**src/inc/port_chg_pkg.sv**
```systemverilog
package port_chg_pkg;
  // Change word bit positions
  localparam int unsigned CONN_BIT = 0;
  localparam int unsigned OVC_BIT = 3;
  localparam int unsigned RST_BIT = 4;
  localparam int unsigned WRST_BIT = 5;
  localparam int unsigned LINK_BIT = 6;
  localparam int unsigned CFGERR_BIT = 7;
  localparam logic [15:0] CHANGE_RESET = 16'h0000;
  localparam logic [31:0] EXT_RESET = 32'h00000000;
  // Extended status field positions
  localparam int unsigned RX_SPEED_LSB = 0;
  localparam int unsigned TX_SPEED_LSB = 4;
  localparam int unsigned RX_LANE_LSB = 8;
  localparam int unsigned TX_LANE_LSB = 12;

  // Flag index for clear requests
  typedef enum logic [5:0] {
    SEL_CONN = 6'b000001,
    SEL_OVC = 6'b000010,
    SEL_RST = 6'b000100,
    SEL_WRST = 6'b001000,
    SEL_LINK = 6'b010000,
    SEL_CFGERR = 6'b100000
  } flag_sel_e;

  // Downstream port states seen by this block
  typedef enum logic [3:0] {
    PS_OFF = 4'b0001,
    PS_RESETTING = 4'b0010,
    PS_ENABLED = 4'b0100,
    PS_ERROR = 4'b1000
  } port_state_e;

  typedef struct packed {
    logic connected;
    logic over_current;
    logic power_on;
    logic enabled;
    logic reset_done;
    logic reset_warm;
    logic u3_to_u0_host;
    logic u3_to_u0_wake;
    logic loopback_entered;
    logic compliance_entered;
    logic inactive_with_rx_term;
    logic config_fail;
    logic other_port_ovc_off;
  } port_events_s;

  typedef struct packed {
    logic [3:0] rx_speed_id;
    logic [3:0] tx_speed_id;
    logic [3:0] rx_lanes;
    logic [3:0] tx_lanes;
  } link_params_s;

  typedef struct packed {
    logic [15:0] change_r;
    logic [31:0] rdata_r;
    logic rvalid_r;
    logic conn_prev_r;
    logic ovc_prev_r;
    port_state_e state_r;
  } chg_state_s;
endpackage

```
**src/rtl/hub_port_change_and_ext_status.sv**
```systemverilog
// Behaviour
// RULE_01 - Change word bit 6 marks a link status change.
// RULE_02 - Change word bit 7 marks failure to configure the link partner.
// RULE_03 - Connection change sets on connect edge; cleared by request or power off. The code also sets it on a disconnect edge.
// RULE_04 - Over-current change sets on either edge or other-port powered-off reset.
// RULE_05 - Reset change sets on resetting-to-enabled after any reset.
// RULE_06 - Warm reset change sets only when that transition follows warm reset.
// RULE_07 - Link change sets on host U3-U0, loopback, compliance, inactive with terminations.
// RULE_08 - Remote wake U3-U0 never sets link change; clears by request or power off.
// RULE_09 - Config error sets on link configuration failure; clears by request or power.
// RULE_10 - Configuration failure moves the port state into error.
// RULE_11 - Extended word is returned only for the extended status type.
// RULE_12 - Rx speed ID bits 0-3, Tx speed ID bits 4-7.
// RULE_13 - Rx lane count bits 8-11, Tx lane count bits 12-15.
// RULE_14 - Speed and lane fields valid only while port enabled.
// RULE_15 - Host decodes speed ID through capability descriptor attributes.
// RULE_16 - Host computes port speed as sublink speed times lanes.
// RULE_17 - Flags clear by request or hub reset; set requests ignored.
// RULE_18 - Reserved bits read as zero.
`timescale 1ns/1ps
module hub_port_change_and_ext_status (
  // Clock and reset
  input wire logic core_clk,
  input wire logic reset,
  // Port events
  input port_chg_pkg::port_events_s events,
  input port_chg_pkg::link_params_s link_params,
  // Status requests
  input wire logic status_req,
  input wire logic status_ext,
  input wire logic clear_req,
  input port_chg_pkg::flag_sel_e clear_sel,
  input wire logic set_req,
  // Answers
  output logic status_valid,
  output logic [31:0] status_data,
  output logic [15:0] port_change,
  output port_chg_pkg::port_state_e port_state
);
  port_chg_pkg::chg_state_s st_r;
  port_chg_pkg::chg_state_s st_nxt;
  logic [15:0] set_v;
  logic [15:0] clr_v;
  logic [15:0] ext_v;

  function automatic logic [15:0] sel_mask(input port_chg_pkg::flag_sel_e s);
    logic [15:0] m;
    m = 16'h0000;
    case (s)
      port_chg_pkg::SEL_CONN: m[port_chg_pkg::CONN_BIT] = 1'b1;
      port_chg_pkg::SEL_OVC: m[port_chg_pkg::OVC_BIT] = 1'b1;
      port_chg_pkg::SEL_RST: m[port_chg_pkg::RST_BIT] = 1'b1;
      port_chg_pkg::SEL_WRST: m[port_chg_pkg::WRST_BIT] = 1'b1;
      port_chg_pkg::SEL_LINK: m[port_chg_pkg::LINK_BIT] = 1'b1;
      port_chg_pkg::SEL_CFGERR: m[port_chg_pkg::CFGERR_BIT] = 1'b1;
      default: m = 16'h0000;
    endcase
    return m;
  endfunction

  always_comb
  begin
    st_nxt = st_r;
    set_v = 16'h0000;
    clr_v = 16'h0000;
    ext_v = 16'h0000;
    // RULE_03 connect or disconnect edge
    set_v[port_chg_pkg::CONN_BIT] = events.connected ^ st_r.conn_prev_r;
    // RULE_04 over-current edges
    set_v[port_chg_pkg::OVC_BIT] = (events.over_current ^ st_r.ovc_prev_r) | events.other_port_ovc_off;
    // RULE_05 reset complete
    set_v[port_chg_pkg::RST_BIT] = events.reset_done && st_r.state_r == port_chg_pkg::PS_RESETTING;
    // RULE_06 warm reset only
    set_v[port_chg_pkg::WRST_BIT] = set_v[port_chg_pkg::RST_BIT] && events.reset_warm;
    // RULE_01 RULE_07 RULE_08 link events, wake excluded
    set_v[port_chg_pkg::LINK_BIT] = events.u3_to_u0_host | events.loopback_entered |
                                    events.compliance_entered | events.inactive_with_rx_term;
    // RULE_02 RULE_09 config failure
    set_v[port_chg_pkg::CFGERR_BIT] = events.config_fail;
    // RULE_17 clear by request; set requests ignored
    if (clear_req && !set_req)
      clr_v = sel_mask(clear_sel);
    // RULE_03 RULE_05 RULE_09 power-off hold, over-current exempt
    if (!events.power_on)
    begin
      clr_v = clr_v | 16'h00f1;
      set_v = set_v & 16'h0008;
    end
    // Set wins over request clear; RULE_18 reserved zero
    st_nxt.change_r = ((st_r.change_r & ~clr_v) | set_v) & 16'h00f9;
    st_nxt.conn_prev_r = events.connected;
    st_nxt.ovc_prev_r = events.over_current;
    // RULE_10 port state tracking
    case (st_r.state_r)
      port_chg_pkg::PS_OFF: if (events.power_on) st_nxt.state_r = port_chg_pkg::PS_RESETTING;
      port_chg_pkg::PS_RESETTING: if (events.reset_done) st_nxt.state_r = port_chg_pkg::PS_ENABLED;
      port_chg_pkg::PS_ENABLED: if (!events.enabled) st_nxt.state_r = port_chg_pkg::PS_RESETTING;
      port_chg_pkg::PS_ERROR: st_nxt.state_r = port_chg_pkg::PS_ERROR;
      default: st_nxt.state_r = port_chg_pkg::PS_OFF;
    endcase
    if (events.config_fail)
      st_nxt.state_r = port_chg_pkg::PS_ERROR;
    if (!events.power_on)
      st_nxt.state_r = port_chg_pkg::PS_OFF;
    // RULE_12 RULE_13 RULE_14 extended fields gated by enable
    if (events.enabled)
    begin
      ext_v[port_chg_pkg::RX_SPEED_LSB +: 4] = link_params.rx_speed_id;
      ext_v[port_chg_pkg::TX_SPEED_LSB +: 4] = link_params.tx_speed_id;
      ext_v[port_chg_pkg::RX_LANE_LSB +: 4] = link_params.rx_lanes;
      ext_v[port_chg_pkg::TX_LANE_LSB +: 4] = link_params.tx_lanes;
    end
    st_nxt.rvalid_r = status_req;
    // RULE_11 extended word only on extended type
    if (status_req)
      st_nxt.rdata_r = status_ext ? {16'h0000, ext_v} : {16'h0000, st_r.change_r};
  end

  always_ff @(posedge core_clk)
  begin
    if (reset)
    begin
      st_r.change_r <= port_chg_pkg::CHANGE_RESET;
      st_r.rdata_r <= port_chg_pkg::EXT_RESET;
      st_r.rvalid_r <= 1'b0;
      st_r.conn_prev_r <= 1'b0;
      st_r.ovc_prev_r <= 1'b0;
      st_r.state_r <= port_chg_pkg::PS_OFF;
    end
    else
      st_r <= st_nxt;
  end

  assign status_valid = st_r.rvalid_r;
  assign status_data = st_r.rdata_r;
  assign port_change = st_r.change_r;
  assign port_state = st_r.state_r;

  AST_CONN_SET: assert property (@(posedge core_clk) disable iff (reset) // RULE_03
    (events.connected != $past(events.connected)) && events.power_on && !$past(reset) |=> port_change[0])
    else $error("connect change not latched");
  AST_OVC_SET: assert property (@(posedge core_clk) disable iff (reset) // RULE_04
    events.other_port_ovc_off |=> port_change[3])
    else $error("over-current change not latched");
  AST_WRST: assert property (@(posedge core_clk) disable iff (reset) // RULE_06
    $rose(port_change[5]) |-> $past(events.reset_warm) && $past(events.reset_done))
    else $error("warm reset change without warm reset");
  AST_WAKE: assert property (@(posedge core_clk) disable iff (reset) // RULE_08
    $rose(port_change[6]) |-> !$past(events.u3_to_u0_wake) || $past(events.u3_to_u0_host) ||
    $past(events.loopback_entered) || $past(events.compliance_entered) || $past(events.inactive_with_rx_term))
    else $error("link change from remote wake");
  AST_LINK: assert property (@(posedge core_clk) disable iff (reset) // RULE_07
    events.compliance_entered && events.power_on |=> port_change[6])
    else $error("link change missed");
  AST_CFG_ERR: assert property (@(posedge core_clk) disable iff (reset) // RULE_10
    events.config_fail && events.power_on |=> port_state == port_chg_pkg::PS_ERROR && port_change[7])
    else $error("config failure not handled");
  AST_POWER_OFF: assert property (@(posedge core_clk) disable iff (reset) // RULE_05
    !events.power_on |=> (port_change & 16'h00f1) == 16'h0000)
    else $error("flags held while power off");
  AST_EXT: assert property (@(posedge core_clk) disable iff (reset) // RULE_14
    status_req && status_ext && !events.enabled |=> status_valid && status_data == 32'h00000000)
    else $error("extended fields leaked while disabled");
  AST_RSVD: assert property (@(posedge core_clk) disable iff (reset) // RULE_18
    (port_change & 16'hff06) == 16'h0000 ##0 status_data[31:16] == 16'h0000)
    else $error("reserved bits nonzero");
  AST_CHG_READ: assert property (@(posedge core_clk) disable iff (reset) // RULE_11
    status_req && !status_ext |=> status_data[15:0] == $past(port_change))
    else $error("change word read wrong");
  COV_CONN: cover property (@(posedge core_clk) $rose(port_change[0]));
  COV_RESET: cover property (@(posedge core_clk) $rose(port_change[5]));
  COV_ERR: cover property (@(posedge core_clk) port_state == port_chg_pkg::PS_ERROR);
  COV_EXT: cover property (@(posedge core_clk) status_valid && status_data != 32'h00000000);
endmodule

```
**config.mk**
```make
export PLATFORM = sky130hd
export DESIGN_NAME = hub_port_change_and_ext_status
export DESIGN_NICKNAME = d
export VERILOG_FILES = /design/src/inc/port_chg_pkg.sv /design/src/rtl/hub_port_change_and_ext_status.sv
export SDC_FILE = /design/constraint.sdc
export NUM_CORES = 1
export LEC_CHECK = 0
export BUFFER_PORTS_ARGS = -buffer_cell sky130_fd_sc_hd__clkbuf_2
export CAP_MARGIN = 30
export CORE_MARGIN = 3
export CORE_UTILIZATION = 47
export DETAILED_ROUTE_END_ITERATION = 8
export PLACE_DENSITY = 0.85
export SLEW_MARGIN = 20
export SYNTH_ARGS = -nofsm -noshare
export SYNTH_HDL_FRONTEND = slang
export SYNTH_SLANG_ARGS = --single-unit
```
**constraint.sdc**
```tcl
create_clock -name core_clk -period 2.4 [get_ports core_clk]
set_input_delay 0.24 -clock core_clk [delete_from_list [all_inputs] [get_ports core_clk]]
set_output_delay 0.24 -clock core_clk [all_outputs]
set_load 0.1 [all_outputs]
```
==> impl_results.md, run 1 <==
* Critical Path Sink Type: primary output
* Critical Path, Cell by Cell: clkbuf_2
* Dpl cell area at roughly 1700 um2
* WL final at ~3.0 mm
* Commonest non-fill, non-tap cell in the layout: clkbuf_2
* Routed Antenna Nets at 0
* # fillers at about 320
* Reg power frac at 0.423
* H-tree Lvls at 2
* Worst IR drop on VDD at between 300 and 400 uV
* Vias in the first global route at roughly 1,100
* WL/cell at ~12 um
* Hold WC Path Type: input pin to flop
* CTS tree: yes
* Worst Tran Pin Value at approximately 0.65 ns
* Worst clock skew at around 0.0022 ns
* Post-synth top area cell: dfxtp_1
* Peak Freq at a little over 600 MHz
* Fin crit share at 0.668
* Setup TNS at 0 ns
* Internal power at 0.678 mW
* Mapped Area at 1600 um2
* Final instance area at 1700 um2
* Static Leak at 0.854 nW
* Die Wd at 64.4 um
* Net load switching power at 0.547 mW
* Via density at 4.69
* DP HPWL at approximately 2.4 mm
* Clock slew at reported path FFs at 0.09 ns
* Net Sw Frac at 0.446
* Final Slew Violations at 0
* Most frequent cells in the layout: clkbuf_2, dfxtp_1, conb_1, nor2_1, a22o_1
* Clock root buffer: clkbuf_4
* Outcome: finished, final reports clean
* PnR worst setup slack at between 0.7 and 0.8 ns
* Crit-path slowest cell: dfxtp_1
* Post-Synthesis Cells at between 150 and 200
* Seq/Total Area, Yosys at 0.362
* Power, Total at between 1 and 1.5 mW
* Router iterations before antenna repair at 4
* Final Util at 0.540
* PwrDens at about 700 nW/um2
* Post-CTS sizing at 0
* Relative slew slack at 0.563
* IO Count at 94
* Reg2reg setup slack at 1.27 ns
* Initial detailed-routing violation count at 29
* Antenna violations before repair at 0
* Post-CTS setup buffer count at 0
* Final setup vio count at 0
* Combinational power share at 0.356
* Worst skew pair latency at ~0.31 ns
* Initial Util at 0.508
* Top FF cell, synth: dfxtp_1
* Share of cells above drive strength 1 at 0.355
* Via count at between 1,000 and 1,500
* Synth warn at 0
* RSZ-0062 raised after global routing: false
* Asr flop ratio synth at 0
* Final Hold Violating Endpoints at 0
* Core ar. at approximately 3200 um2
* Number of buffers added on ports at 66
* GPL Wtd Cong at approximately 0.87
* # rows at 20
* Hold-fix buffers, CTS at 0
* TritonCTS buffer count at 5
* Synth top area cells: dfxtp_1, buf_4, a22o_1
* Clock power share at 0.222
* Library cells used by synthesis at 36
* Global-route wire length before repair at approximately 4.9 mm
* Min Clock Period, post-route at 1.60 ns
* Max Fanout on Critical Path at 10
* Post-synth top area share at 0.362
* Crit path DAT at between 1 and 1.5 ns
* DIE HEIGHT at between 60 and 70 um
* Largest net degree at the start of global routing at 15
* Worst Path Required at about 2.2 ns
* Grt total ovfl at 0
* Diodes inserted at 0
* Place WS at about 1.1 ns
* CTS Sinks at 29
* Flops & latches, synth at 29
* Path type of the worst setup path: flop to primary output
* Top delay family on crit path: flip-flops
* Tot GR Track Use at 0.152
* Post-Syn Area per Cell at slightly above 9 um2
* P&R area growth vs syn at 6.32%
* Worst path max stage delay at between 0.5 and 0.6 ns
* Die Area at 4150 um2
* EDFF count, synth at 0
* Clk buf depth at 2
* Crit path launch type: flop
* DR DRC count at 0
* Worst path buffer plus inverter count at 1
* NumNets Final at 257
* Max-cap viol count at 0
==> worst paths after layout <==
kind,end,depth (start not counted),start
max,port_state[0],1,port_state[0]
min,port_change[5],2,events[7]
max reg2reg,port_state[2],2,port_state[0]
min reg2reg,port_change[7],2,port_change[7]
==> synth_stat cells (2+ instances only) <==
| master | count |
|---|---|
| buf_4 | 52 |
| dfxtp_1 | 29 |
| nor2_1 | 13 |
| a22o_1 | 10 |
| a21oi_1 | 7 |
| a211oi_1 | 6 |
| and2b_1 | 6 |
| nand2_1 | 5 |
| nor2b_1 | 5 |
| nor4_1 | 4 |
| and4b_1 | 3 |
| clkbuf_1 | 3 |
| o22ai_1 | 3 |
| and2_4 | 2 |
| buf_6 | 2 |
| inv_1 | 2 |
| nand2b_1 | 2 |
| nor4bb_1 | 2 |
| o21ai_0 | 2 |
| xor2_1 | 2 |
==> metal layers <==
layer | global-route usage | wire [um]
met4 | 0.0475 | 39
met2 | 0.256 | 1420
met1 | 0.178 | 1310
met3 | 0.0545 | 250
met5 | 0 | 0
==> cells by family after synthesis <==
logic type / after synthesis / synth area share
buffers and inverters: 60 / 0.272
and+or+nand+nor: 49 / 0.192
AOI/OAI and AO/OA: 34 / 0.155
DFF: 29 / 0.362
xor gates and xnor gates: 3 / 0.0164
other: 1 / 0.00234
==> power groups by stage <==
stage                     Combinational, mW  Sequential, mW  Clock, mW
after floorplan                       0.430           0.530          0
after global placement                0.433           0.528          0
after detailed placement              0.436           0.529          0
after CTS                             0.436           0.518      0.286
after global routing                  0.453           0.522      0.314
final                                 0.436           0.518      0.271
==> flip-flops by register name, indices dropped and copies added, names as in the netlist <==
name          count
status_data      16
port_state        4
port_change       6
st_r              2
status_valid      1
==> stage by stage <==
step,cells,hold WS (ns)
detailed placement,253,0.459
global placement,253,0.458
finish,261,0.138
CTS,261,0.120
global route,261,0.119
floorplan,201,0.319
==> layout make-up <==
class | count | area, um2 | area share
inverters | 2 | 7.51 | 0.00441
clock inverters | 2 | 10.0 | 0.00587
well taps | 44 | 55.1 | 0.0323
clock buffers | 6 | 41.3 | 0.0242
flip-flops and latches | 29 | 581 | 0.341
repair buffers | 66 | 330 | 0.194
multi-input cells | 112 | 679 | 0.399
Power figures use the tool's default switching activity.
==> run 2: changes to the inputs <==
--- a/config.mk
+++ b/config.mk
@@ -8,9 +8,9 @@
 export BUFFER_PORTS_ARGS = -buffer_cell sky130_fd_sc_hd__clkbuf_2
 export CAP_MARGIN = 30
 export CORE_MARGIN = 3
-export CORE_UTILIZATION = 47
+export CORE_UTILIZATION = 39
 export DETAILED_ROUTE_END_ITERATION = 8
-export PLACE_DENSITY = 0.85
+export PLACE_DENSITY = 0.76
 export SLEW_MARGIN = 20
 export SYNTH_ARGS = -nofsm -noshare
 export SYNTH_HDL_FRONTEND = slang
==> constraint.sdc (replaced) <==
create_clock -name core_clk -period 1.47 [get_ports core_clk]
set_input_delay 0.147 -clock core_clk [delete_from_list [all_inputs] [get_ports core_clk]]
set_output_delay 0.147 -clock core_clk [all_outputs]
set_load 0.1 [all_outputs]
==> impl_results.md, run 2 (synthesized netlist as in run 1, its figures left out) <==
* Outcome: finished, final reports clean
* # fillers at around 400
* Net Sw Frac at 0.415
* Most frequent cells in the layout: clkbuf_2, dfxtp_1, conb_1, nor2_1, a22o_1
* Via density at between 4 and 5
* Die Area at around 4900 um2
* Post-CTS setup buffer count at 0
* Reg2reg path depth at 2
* Router iterations before antenna repair at 4
* Diodes inserted at 0
* NumNets Final at 259
* CTS Sinks at 29
* Fin crit share at 0.902
* Core ar. at roughly 3800 um2
* Crit path launch type: flop
* Power, Total at 2.17 mW
* Combinational power share at 0.332
* Final Slew Violations at 0
* PwrDens at 1230 nW/um2
* Critical Path, Cell by Cell: clkbuf_2
* Worst skew pair latency at ~0.27 ns
* Net load switching power at approximately 0.9 mW
* Share of cells above drive strength 1 at 0.352
* Largest net degree at the start of global routing at 15
* RSZ-0062 raised after global routing: false
* Internal power at 1.27 mW
* Worst IR drop on VDD at about 450 uV
* Global-route wire length before repair at 4.97 mm
* Path type of the worst setup path: flop to primary output
* P&R area growth vs syn at 10.6%
* Setup TNS at 0 ns
* Hold-fix buffers, CTS at 0
* Worst clock skew at ~0.0025 ns
* Final Util at 0.467
* Hold WC Path Type: input pin to flop
* Post-CTS sizing at 0
* Clock root buffer: clkbuf_8
* WL/cell at 11.9 um
* Final Hold Violating Endpoints at 0
* Max Fanout on Critical Path at 6
* Worst hold path depth at 2
* Commonest non-fill, non-tap cell in the layout: clkbuf_2
* Number of cells on the critical path at 1
* DR DRC count at 0
* Crit path DAT at between 1 and 1.5 ns
* Tot GR Track Use at 0.127
* Peak Freq at between 700 and 800 MHz
* Crit-path slowest cell: clkbuf_2
* Max-cap viol count at 0
* Worst Tran Pin Value at ~0.60 ns
* Clock slew at reported path FFs at 0.06 ns
* Antenna violations before repair at 0
* Static Leak at 0.879 nW
* Die Wd at 70.1 um
* Clk buf depth at 2
* Worst Path Required at about 1.3 ns
* Number of buffers added on ports at 66
* DP HPWL at 2.56 mm
* Critical Path Sink Type: primary output
* Largest register FFs at 16
* Top delay family on crit path: buffers and inverters
* H-tree Lvls at 2
* CTS tree: yes
* WL final at roughly 3.2 mm
* Vias in the first global route at about 1,100
* GPL Wtd Cong at between 0.8 and 0.9
* # rows at 22
* Grt total ovfl at 0
* Routed Antenna Nets at 0
* Reg power frac at 0.391
* TritonCTS buffer count at 5
* Final setup vio count at 0
* Initial detailed-routing violation count at 32
* IO Count at 94
* Via count at 1,233
* Relative slew slack at 0.598
* Worst path max stage delay at ~0.5 ns
* Initial Util at 0.422
* Clock power share at 0.277
* Min Clock Period, post-route at around 1.3 ns
* DIE HEIGHT at between 70 and 80 um
* Worst path buffer plus inverter count at 1
==> run 2: cell count changes in the layout (fill, tap and decap cells not counted) <==
cell	previous run	this run
buf_4	0	4
buf_12	0	1
clkinv_2	2	0
clkbuf_4	5	0
clkbuf_2	66	63
clkbuf_1	1	3
clkbuf_8	0	5
==> run 2: final cells by class <==
class,instances,area [um2],area share
multi-input cells,112,679,0.383
well taps,48,60.1,0.0339
clock buffers,8,80.1,0.0452
flip-flops and latches,29,581,0.327
inverters,2,7.51,0.00423
repair buffers,68,365,0.206
==> run 2: layer usage <==
metal  routed length (um)  track usage
met4                   37       0.0511
met2                 1430        0.207
met5                    0            0
met1                 1330        0.145
met3                  383       0.0561
==> run 2: power groups by stage <==
stage          Combinational [mW]  Clock [mW]  Sequential (mW)
6_report                    0.722       0.602            0.849
4_1_cts                     0.723       0.627            0.849
3_5_place_dp                0.722           0            0.866
2_1_floorplan               0.701           0            0.865
3_3_place_gp                0.719           0            0.865
5_1_grt                     0.750       0.664            0.854
==> run 2: worst register-to-register path: stages (launching register included) <==
cell and delay (ns):
dfxtp_1 0.42, or4_1 0.54, a21oi_1 0.13
==> run 2: worst paths after layout <==
path	startpoint	endpoint	slack [ns]
setup / recovery	port_state[1]	port_state[1]	0.14
hold / removal	events[7]	port_change[5]	0.09
setup reg to reg	port_state[0]	port_state[2]	0.31
hold reg to reg	status_data[1]	status_data[1]	0.48
==> run 2: per-stage QoR <==
| step | hold slack, ns | instances | setup slack (ns) | area [um2] |
|---|---|---|---|---|
| 6_report | 0.0948 | 267 | 0.144 | 1770 |
| 5_1_grt | 0.0935 | 267 | 0.111 | 1770 |
| 4_1_cts | 0.0890 | 267 | 0.141 | 1770 |
| 3_5_place_dp | 0.371 | 259 | 0.266 | 1690 |
| 3_3_place_gp | 0.360 | 259 | 0.281 | 1690 |
| 2_1_floorplan | 0.226 | 201 | 0.375 | 1700 |
